==> src/global_clock_led_pkg.sv <==
// Constants, register map and carrier types for the global clock and LED configuration bank.
package global_clock_led_pkg;

	// Register port widths.
	localparam int ADDR_W = 8;
	localparam int DATA_W = 8;

	// Register offsets.
	localparam logic [ADDR_W-1:0] ADDR_FACTORY_TEST_A = 8'h0a;
	localparam logic [ADDR_W-1:0] ADDR_RMII_EDGE_LED  = 8'h0b;
	localparam logic [ADDR_W-1:0] ADDR_CLOCK_MODE_SEL = 8'h0c;

	// Field positions in the edge and LED register.
	localparam int BIT_P3_EDGE    = 7;
	localparam int BIT_P4_EDGE    = 6;
	localparam int BIT_PHY_SAVE   = 3;
	localparam int BIT_LED_MODE   = 1;
	localparam int BIT_READ_EDGE  = 0;

	// Field positions in the clock mode register.
	localparam int BIT_CLK_MODE   = 6;
	localparam int CLK_SEL_LSB    = 4;
	localparam int BIT_RSVD_ONE   = 2;

	// Reset values and strap defaults.
	localparam logic [DATA_W-1:0] FACTORY_TEST_A_RST = 8'h00;
	localparam logic              LED_MODE_DEFAULT   = 1'h0;
	localparam logic              CLK_MODE_DEFAULT   = 1'h1;
	localparam logic              RSVD_ONE_VAL       = 1'h1;

	// Cycles after reset release before the synchronised straps are valid.
	localparam logic [1:0] STRAP_SETTLE = 2'h2;

	// Number of ports with LED outputs.
	localparam int NUM_LED_PORTS = 2;

	// Internal clock choices for the management interfaces, in field order.
	typedef enum logic [1:0] {
		MGMT_CLK_41M,
		MGMT_CLK_83M,
		MGMT_CLK_125M,
		MGMT_CLK_RSVD
	} mgmt_clk_t;

	localparam mgmt_clk_t MGMT_CLK_RST = MGMT_CLK_83M;

	// Strap capture sequence after reset.
	typedef enum logic [1:0] {
		ST_SETTLE,
		ST_CAPTURE,
		ST_RUN
	} strap_state_t;

	// Register access request and answer.
	typedef struct packed {
		logic              wr;
		logic              rd;
		logic [ADDR_W-1:0] addr;
		logic [DATA_W-1:0] wdata;
	} reg_req_t;

	typedef struct packed {
		logic              valid;
		logic [DATA_W-1:0] data;
	} reg_rsp_t;

	// Per-port status that the LEDs display.
	typedef struct packed {
		logic link;
		logic activity;
		logic speed_100;
		logic full_duplex;
	} port_status_t;

	// Configuration held by the bank.
	typedef struct packed {
		logic      p3_negedge;
		logic      p4_negedge;
		logic      phy_power_save;
		logic      led_mode;
		logic      read_edge_fast;
		logic      clock_mode;
		mgmt_clk_t mgmt_clk;
	} cfg_t;

	// Whole state of the bank.
	typedef struct packed {
		strap_state_t             st;
		logic [1:0]               settle_cnt;
		logic [1:0]               led_sync;
		logic [1:0]               clk_sync;
		cfg_t                     cfg;
		reg_rsp_t                 rsp;
		logic [NUM_LED_PORTS-1:0] led_second;
		logic [NUM_LED_PORTS-1:0] led_first;
	} state_t;

endpackage : global_clock_led_pkg

==> src/global_clock_led_config.sv <==
// Global clock, RMII edge and LED configuration register bank with strap capture.
`timescale 1ns/1ps

module global_clock_led_config (
	input  wire logic                                    clk,
	input  wire logic                                    arst_n,
	input  wire global_clock_led_pkg::reg_req_t          req,
	output      global_clock_led_pkg::reg_rsp_t          rsp,
	input  wire logic                                    led_mode_strap_pin,
	input  wire logic                                    clock_mode_strap_pin,
	input  wire global_clock_led_pkg::port_status_t [1:0] port_status,
	output      logic [1:0]                              port_led_second,
	output      logic [1:0]                              port_led_first,
	output      logic                                    port_three_reduced_mii_negedge,
	output      logic                                    port_four_reduced_mii_negedge,
	output      logic                                    phy_power_save,
	output      logic                                    read_sample_fast_edge,
	output      global_clock_led_pkg::mgmt_clk_t         mgmt_clk_sel,
	output      logic                                    clock_mode_status,
	output      logic                                    pll_source_crystal,
	output      logic                                    reference_clock_output_pin_oe,
	output      logic                                    core_clock_external
);

	global_clock_led_pkg::state_t s_q;
	global_clock_led_pkg::state_t s_d;

	// Builds the read value of one register from the held configuration.
	function automatic logic [global_clock_led_pkg::DATA_W-1:0] read_value(
		input logic [global_clock_led_pkg::ADDR_W-1:0] addr,
		input global_clock_led_pkg::cfg_t               cfg
	);
		logic [global_clock_led_pkg::DATA_W-1:0] v;
		v = '0;
		case (addr)
			global_clock_led_pkg::ADDR_FACTORY_TEST_A: begin
				v = global_clock_led_pkg::FACTORY_TEST_A_RST;
			end
			global_clock_led_pkg::ADDR_RMII_EDGE_LED: begin
				v[global_clock_led_pkg::BIT_P3_EDGE]   = cfg.p3_negedge;
				v[global_clock_led_pkg::BIT_P4_EDGE]   = cfg.p4_negedge;
				v[global_clock_led_pkg::BIT_PHY_SAVE]  = cfg.phy_power_save;
				v[global_clock_led_pkg::BIT_LED_MODE]  = cfg.led_mode;
				v[global_clock_led_pkg::BIT_READ_EDGE] = cfg.read_edge_fast;
			end
			global_clock_led_pkg::ADDR_CLOCK_MODE_SEL: begin
				v[global_clock_led_pkg::BIT_CLK_MODE] = cfg.clock_mode;
				v[global_clock_led_pkg::CLK_SEL_LSB +: 2] = cfg.mgmt_clk;
				v[global_clock_led_pkg::BIT_RSVD_ONE] = global_clock_led_pkg::RSVD_ONE_VAL;
			end
			default: begin
				v = '0;
			end
		endcase
		return v;
	endfunction : read_value

	// Next-state logic: strap capture, register access and LED drive.
	always_comb begin
		logic taken;
		taken = (s_q.st == global_clock_led_pkg::ST_RUN);
		s_d = s_q;
		// Two-stage synchronisers for the strap pins.
		s_d.led_sync = {s_q.led_sync[0], led_mode_strap_pin};
		s_d.clk_sync = {s_q.clk_sync[0], clock_mode_strap_pin};
		s_d.rsp.valid = 1'b0;
		case (s_q.st)
			global_clock_led_pkg::ST_SETTLE: begin
				if (s_q.settle_cnt == global_clock_led_pkg::STRAP_SETTLE - 2'h1) begin
					s_d.st = global_clock_led_pkg::ST_CAPTURE;
				end else begin
					s_d.settle_cnt = s_q.settle_cnt + 2'h1;
				end
			end
			global_clock_led_pkg::ST_CAPTURE: begin
				s_d.cfg.led_mode   = s_q.led_sync[1];
				s_d.cfg.clock_mode = s_q.clk_sync[1];
				s_d.st = global_clock_led_pkg::ST_RUN;
			end
			global_clock_led_pkg::ST_RUN: begin
				s_d.st = global_clock_led_pkg::ST_RUN;
			end
			default: begin
				s_d.st = global_clock_led_pkg::ST_SETTLE;
			end
		endcase
		// Register writes; reserved and read-only bits keep their values.
		if (taken && req.wr) begin
			if (req.addr == global_clock_led_pkg::ADDR_RMII_EDGE_LED) begin
				s_d.cfg.p3_negedge = req.wdata[global_clock_led_pkg::BIT_P3_EDGE];
				s_d.cfg.p4_negedge = req.wdata[global_clock_led_pkg::BIT_P4_EDGE];
				s_d.cfg.phy_power_save = req.wdata[global_clock_led_pkg::BIT_PHY_SAVE];
				s_d.cfg.led_mode = req.wdata[global_clock_led_pkg::BIT_LED_MODE];
				s_d.cfg.read_edge_fast = req.wdata[global_clock_led_pkg::BIT_READ_EDGE];
			end
			// The clock mode status bit is never written here.
			if (req.addr == global_clock_led_pkg::ADDR_CLOCK_MODE_SEL) begin
				if (global_clock_led_pkg::mgmt_clk_t'(req.wdata[global_clock_led_pkg::CLK_SEL_LSB +: 2])
					!= global_clock_led_pkg::MGMT_CLK_RSVD) begin
					s_d.cfg.mgmt_clk = global_clock_led_pkg::mgmt_clk_t'(
						req.wdata[global_clock_led_pkg::CLK_SEL_LSB +: 2]);
				end
			end
		end
		// Register reads answer one cycle later.
		if (taken && req.rd) begin
			s_d.rsp.valid = 1'b1;
			s_d.rsp.data  = read_value(req.addr, s_q.cfg);
		end
		// LED pattern per port in the selected mode.
		for (int i = 0; i < global_clock_led_pkg::NUM_LED_PORTS; i++) begin
			if (!s_q.cfg.led_mode) begin
				s_d.led_second[i] = port_status[i].link & ~port_status[i].activity;
				s_d.led_first[i]  = port_status[i].link & port_status[i].speed_100;
			end else begin
				s_d.led_second[i] = port_status[i].link & port_status[i].speed_100
					& ~port_status[i].activity;
				s_d.led_first[i]  = port_status[i].link & port_status[i].full_duplex;
			end
		end
	end

	// State register; only constants are loaded under reset.
	always_ff @(posedge clk or negedge arst_n) begin
		if (!arst_n) begin
			s_q <= '{
				st:         global_clock_led_pkg::ST_SETTLE,
				settle_cnt: 2'h0,
				led_sync:   2'h0,
				clk_sync:   2'h0,
				cfg:        '{
					p3_negedge:     1'h0,
					p4_negedge:     1'h0,
					phy_power_save: 1'h0,
					led_mode:       global_clock_led_pkg::LED_MODE_DEFAULT,
					read_edge_fast: 1'h0,
					clock_mode:     global_clock_led_pkg::CLK_MODE_DEFAULT,
					mgmt_clk:       global_clock_led_pkg::MGMT_CLK_RST
				},
				rsp:        '{valid: 1'h0, data: 8'h00},
				led_second: 2'h0,
				led_first:  2'h0
			};
		end else begin
			s_q <= s_d;
		end
	end

	// Outputs straight from the state register.
	assign rsp                            = s_q.rsp;
	assign port_led_second                = s_q.led_second;
	assign port_led_first                 = s_q.led_first;
	assign port_three_reduced_mii_negedge = s_q.cfg.p3_negedge;
	assign port_four_reduced_mii_negedge  = s_q.cfg.p4_negedge;
	assign phy_power_save                 = s_q.cfg.phy_power_save;
	assign read_sample_fast_edge          = s_q.cfg.read_edge_fast;
	assign mgmt_clk_sel                   = s_q.cfg.mgmt_clk;
	assign clock_mode_status              = s_q.cfg.clock_mode;

	// Clock source steering follows the strapped clock mode.
	assign pll_source_crystal             = s_q.cfg.clock_mode;
	assign reference_clock_output_pin_oe  = s_q.cfg.clock_mode;
	assign core_clock_external            = ~s_q.cfg.clock_mode;

	// LED patterns of each port, one cycle after the status they show.
	for (genvar p = 0; p < global_clock_led_pkg::NUM_LED_PORTS; p++) begin : g_led_chk

	end
endmodule : global_clock_led_config

==> config.mk <==
export PLATFORM = sky130hd
export DESIGN_NAME = global_clock_led_config
export DESIGN_NICKNAME = d
export VERILOG_FILES = /design/src/global_clock_led_pkg.sv /design/src/global_clock_led_config.sv
export SDC_FILE = /design/constraint.sdc
export NUM_CORES = 1
export LEC_CHECK = 0
export ABC_AREA = 1
export ABC_CLOCK_PERIOD_IN_PS = 1300
export BUFFER_PORTS_ARGS = -buffer_cell sky130_fd_sc_hd__buf_2
export CORE_ASPECT_RATIO = 0.5
export CORE_MARGIN = 10
export CORE_UTILIZATION = 48
export DETAILED_ROUTE_END_ITERATION = 7
export HOLD_SLACK_MARGIN = 0.05
export PLACE_DENSITY = 0.89
export SETUP_SLACK_MARGIN = 0.4
export SYNTH_ARGS = -nofsm -noshare
export SYNTH_HDL_FRONTEND = slang
export SYNTH_SLANG_ARGS = --single-unit
==> constraint.sdc <==
create_clock -name clk -period 1.3 [get_ports clk]
set_input_delay 0.195 -clock clk [delete_from_list [all_inputs] [get_ports clk]]
set_output_delay 0.195 -clock clk [all_outputs]
set_load 0.02 [all_outputs]
======== After elaboration in Yosys (flattened, before gate mapping) ========
Cells that the tools add are included.
word-level totals
  flip-flop bits (word level) ............. 29
  bits of input ports ..................... 30
  output and inout bits ................... 23
cells by class
  add/subtract/negate cells ............... 1
  equality and inequality tests ........... 7
  multiplexer cells ....................... 16
  bitwise operators ....................... 12
  reductions and logical operators ........ 7
operator list
  kind                                                                    count
  8-bit by 4-bit equality test with 1-bit output (second input constant)  2
  2-bit 2-to-1 mux                                                        5
  9-bit 2-to-1 mux                                                        1
  1-bit AND                                                               8
  1-bit 2-to-1 mux                                                        8
  2-bit by 1-bit equality test with 1-bit output (second input constant)  2
  2-bit != test (second input constant)                                   2
  1-bit inverter                                                          4
  2-bit one-hot mux with 2 select lines                                   1
  2-bit AND reduction                                                     2
  3-bit AND reduction                                                     1
  2-bit by 1-bit adder with 2-bit output (second input constant)          1
  2-bit equality test (second input constant)                             1
  1-bit logical AND                                                       2
  2-bit zero test                                                         1
  1-bit one-hot mux with 2 select lines                                   1
  2-bit OR reduction                                                      1

======== Longest topological paths before layout ========
  word-level depth ........................ 4
  gate-level depth with buffers ........... 7
  gate-level depth less buffers ........... 7

======== Worst setup path after synthesis ========
No wires, ideal clock.
  kind .................................... register -> register
  start ................................... register s_q[27] in the netlist's numbering
  end ..................................... register s_q, in the netlist mgmt_clk_sel[1]
  setup time .............................. 0.116 ns
  arrival ................................. 1.075 ns
  slack ................................... 0.109 ns
  stages on the path, launching flop included .. 8
  path buffers ............................ 0
  clock period less this slack ............ 1.191 ns
  cells stage by stage .................... dfrtp_1 -> inv_1 -> ha_1 -> nand2_1 -> a21oi_2 -> nand2_2 -> nand2_1 -> nand2_1
on the way
  longest elaborated chain between the ends .. 3
ends and longest elaborated chain
  item                                  RTL line                        text
  start, declared                       global_clock_led_config.sv:25   global_clock_led_pkg::state_t s_q;
  start signal, assigned                global_clock_led_config.sv:126  s_q <= '{
  2-bit equality test                   global_clock_led_config.sv:61   taken = (s_q.st == global_clock_led_pkg::ST_RUN);
  1-bit logical AND                     global_clock_led_config.sv:88   if (taken && req.wr) begin
  3-bit AND reduction (no source line)  -
No other way between the ends.
A chain may end at the register's enable or synchronous reset.

======== Final worst setup path ========
  start ................................... register s_q[27] in the netlist's numbering
  end ..................................... register s_q, in the netlist rsp[6]
on the way
  longest elaborated chain between the ends .. 2
ends and longest elaborated chain
  item                 RTL line                        text
  2-bit equality test  global_clock_led_config.sv:61
  1-bit logical AND    global_clock_led_config.sv:106  if (taken && req.rd) begin
No other way between the ends.

==> results.ini <==
[synthesis]
syn_nets=182
ys_ff_latch=29
yosys.area.top_type=dfrtp_1
synth_common_cells=nand2_1, dfrtp_1, buf_4
yosysWarnings=0
synth_most_common_cell=nand2_1
syn_inst=147
synth_cell_types=22
synth_area_leaders=dfrtp_1, nand2_1, buf_4, ha_1, dfstp_2
avgSynthCellArea_um2=9.76
async_flop_share_pct=100
netlist_area_um2=1440
synth_ff_type=dfrtp_1
seq_area_frac_synth_pct=50.7
yosysTopAreaCellShare_pct=47.1
synth_edf_count=0

[grt]
grt_pass1_wl_mm=7.76
overflow=0
antenna_found_initial=0
gr-usage-all-layers_pct=16.9
grt_pass1_vias=1486
grt_max_degree=30

[sta]
setup_viol=3
hold_viol_final=27
period_minus_slack_ns=1.31
holdWs_ns=-0.0657
layout_setup_ws_ns=-0.0149
slew_viol_final=0
rsz0062_at_grt=yes
tightest_slew_ns=0.653
max_freq_ghz=0.761
finalCritPeriodShare_pct=101
relSlewSlack_pct=56.5
fin_skew_ns=0.00606
setup-tns-final_ns=-0.0292

[critical_path]
rr_endpoint=rsp[6]
cp-start-kind=flop
criticalPathCategory=reg -> reg
cp-end-kind=flop
path_cells=inv_2 -> ha_4 -> nand2_8 -> inv_8 -> nand2_2 -> nand3b_1 -> nand3_1
required_ns=1.50
crit_arrival_ns=1.52
crit_family=simple AND/OR/NAND/NOR gates
reg2reg_slack_ns=-0.01
crit_buf_inv=2
r2r-start=s_q[27]
cp_slowest_cell=dfrtp_1
cp_slowest_stage_delay_ns=0.42
crit_path_max_fanout=5
worstRegToRegCells=7

[drt]
drt_iter0_drc=120
vias=1459
drcViolationCount=0
dr.pass1.iters=4
wl_per_cell_um=22.5
viasPerCell=5.53
ant_nets=0
wirelength_mm=5.93

[floorplan]
dieArea_um2=5710
io_pins=53
initial_core_util_pct=52.8
core_um2=2720
rows=13
fp.dieW_um=97.3
die_h_um=58.7

[power_and_ir_drop]
peakVddDrop_mv=0.509
powerDensity_nw_per_um2=856
power.leakage_nw=1.26

[finish]
nets=260
layout-drive-gt1-share_pct=68.0
utilization_pct=88.6
area_delta_synth_final_pct=67.7
fillerInstances=95

[cts]
cts_hold_buffers=2
cts_tree=done
cts_buffers=5
clockBufferDepth=2
cts_root_buffer=clkbuf_8
clk_latency_ns=0.28
htreeDepth=2
clkSinkCount=29
clk_pin_slew_ns=0.06

[worst_hold_path]
hold_class=in -> async

[status]
status=complete, but fails checks
violations=negative hold slack, negative setup slack

[place]
place_hpwl_mm=2.65
portBuffers=51
place_congestion=0.790
place_ws_ns=0.109

[run]
maxCapViolations=0

[cells in the final DEF, fill, tap and decap left out, drive strengths merged]
master,n
buf,85
nand2,46
dfrtp,27
o21ai,13
nor2,11
inv,11
clkbuf,7
nand3,7
nand4,5
ha,5
diode,2
dfstp,2
dlygate4sd3,2
a21oi,1
xnor2,1
nand3b,1
clkinv,1
[cell type report]
| type | count | area, um2 | area share [%] |
|---|---|---|---|
| inverters | 11 | 58.8 | 2.44 |
| well taps | 37 | 46.3 | 1.92 |
| diodes | 2 | 5.00 | 0.208 |
| repair inverters | 1 | 16.3 | 0.676 |
| repair buffers | 87 | 726 | 30.1 |
| clock buffers | 7 | 86.3 | 3.59 |
| multi-input cells | 90 | 738 | 30.7 |
| flip-flops and latches | 29 | 731 | 30.4 |
[where the power goes]
part	internal (mW)	switching, mW	leakage [nW]
clock	0.419	0.345	0.0443
combinational	0.147	0.189	0.845
sequential	0.934	0.0265	0.366
total	1.50	0.560	1.26
[worst register-to-register path: stages (launching register included)]
cell	delay (ns)
dfrtp_1	0.42
inv_2	0.12
ha_4	0.19
nand2_8	0.10
inv_8	0.08
nand2_2	0.04
nand3b_1	0.17
nand3_1	0.12
[metal layers]
metal | GRT usage, % | up-vias | wire [um]
met3 | 4.31 | 31 | 351
met5 | 0 | - | 0
met2 | 32.0 | 79 | 3060
li1 | - | 612 | -
met4 | 9.26 | 0 | 292
met1 | 17.4 | 737 | 2230
[flip-flops by register name (all words and copies together) (netlist names), 2 cells and up]
name / flops
port_led_first: 2
port_led_second: 2
rsp: 9
s_d: 2
mgmt_clk_sel: 2
s_q: 7
[worst max-delay path by stage]
stage | startpoint | end | slack, ns | cells after the start
finish | s_q[27] | rsp[6] | -0.01 | 7
global route | s_q[27] | mgmt_clk_sel[1] | -0.05 | 7
CTS | clock_mode_status | reference_clock_output_pin_oe | 0.07 | 1
detailed placement | s_q[27] | s_q[17] | 0.11 | 7
global placement | s_q[27] | port_four_reduced_mii_negedge | 0.18 | 7
floorplan | s_q[28] | rsp[6] | 0.23 | 6
[metrics by stage]
step	cells	power [mW]	hold WS (ns)	cell area, um2
after floorplan	147	1.08	-0.101	1460
after global placement	219	1.16	0.239	1640
after detailed placement	219	1.17	0.242	1640
after CTS	248	1.95	-0.0472	2160
after global routing	262	2.13	-0.0306	2400
final	264	2.06	-0.0657	2410
[repair_timing]
action	CTS	global route
endpoints found under the setup margin	44	48
gates cloned	1	0
resized for setup	76	36
endpoints found under the hold margin	29	27
setup buffers	19	14
pin swaps	6	15
[cells by family (layout without fill, tap and decap cells)]
kind of cell	after synthesis	count (layout)	share of synthesized area, %
xor gates and xnor gates	1	1	0.610
and+or+nand+nor	70	70	25.8
other	0	2	0
AOI/OAI and AO/OA	14	14	6.19
buffers and inverters	28	106	12.3
DFF	29	29	50.7
adders and majority gates	5	5	4.36
No activity file was read; power rests on OpenSTA's default activity.
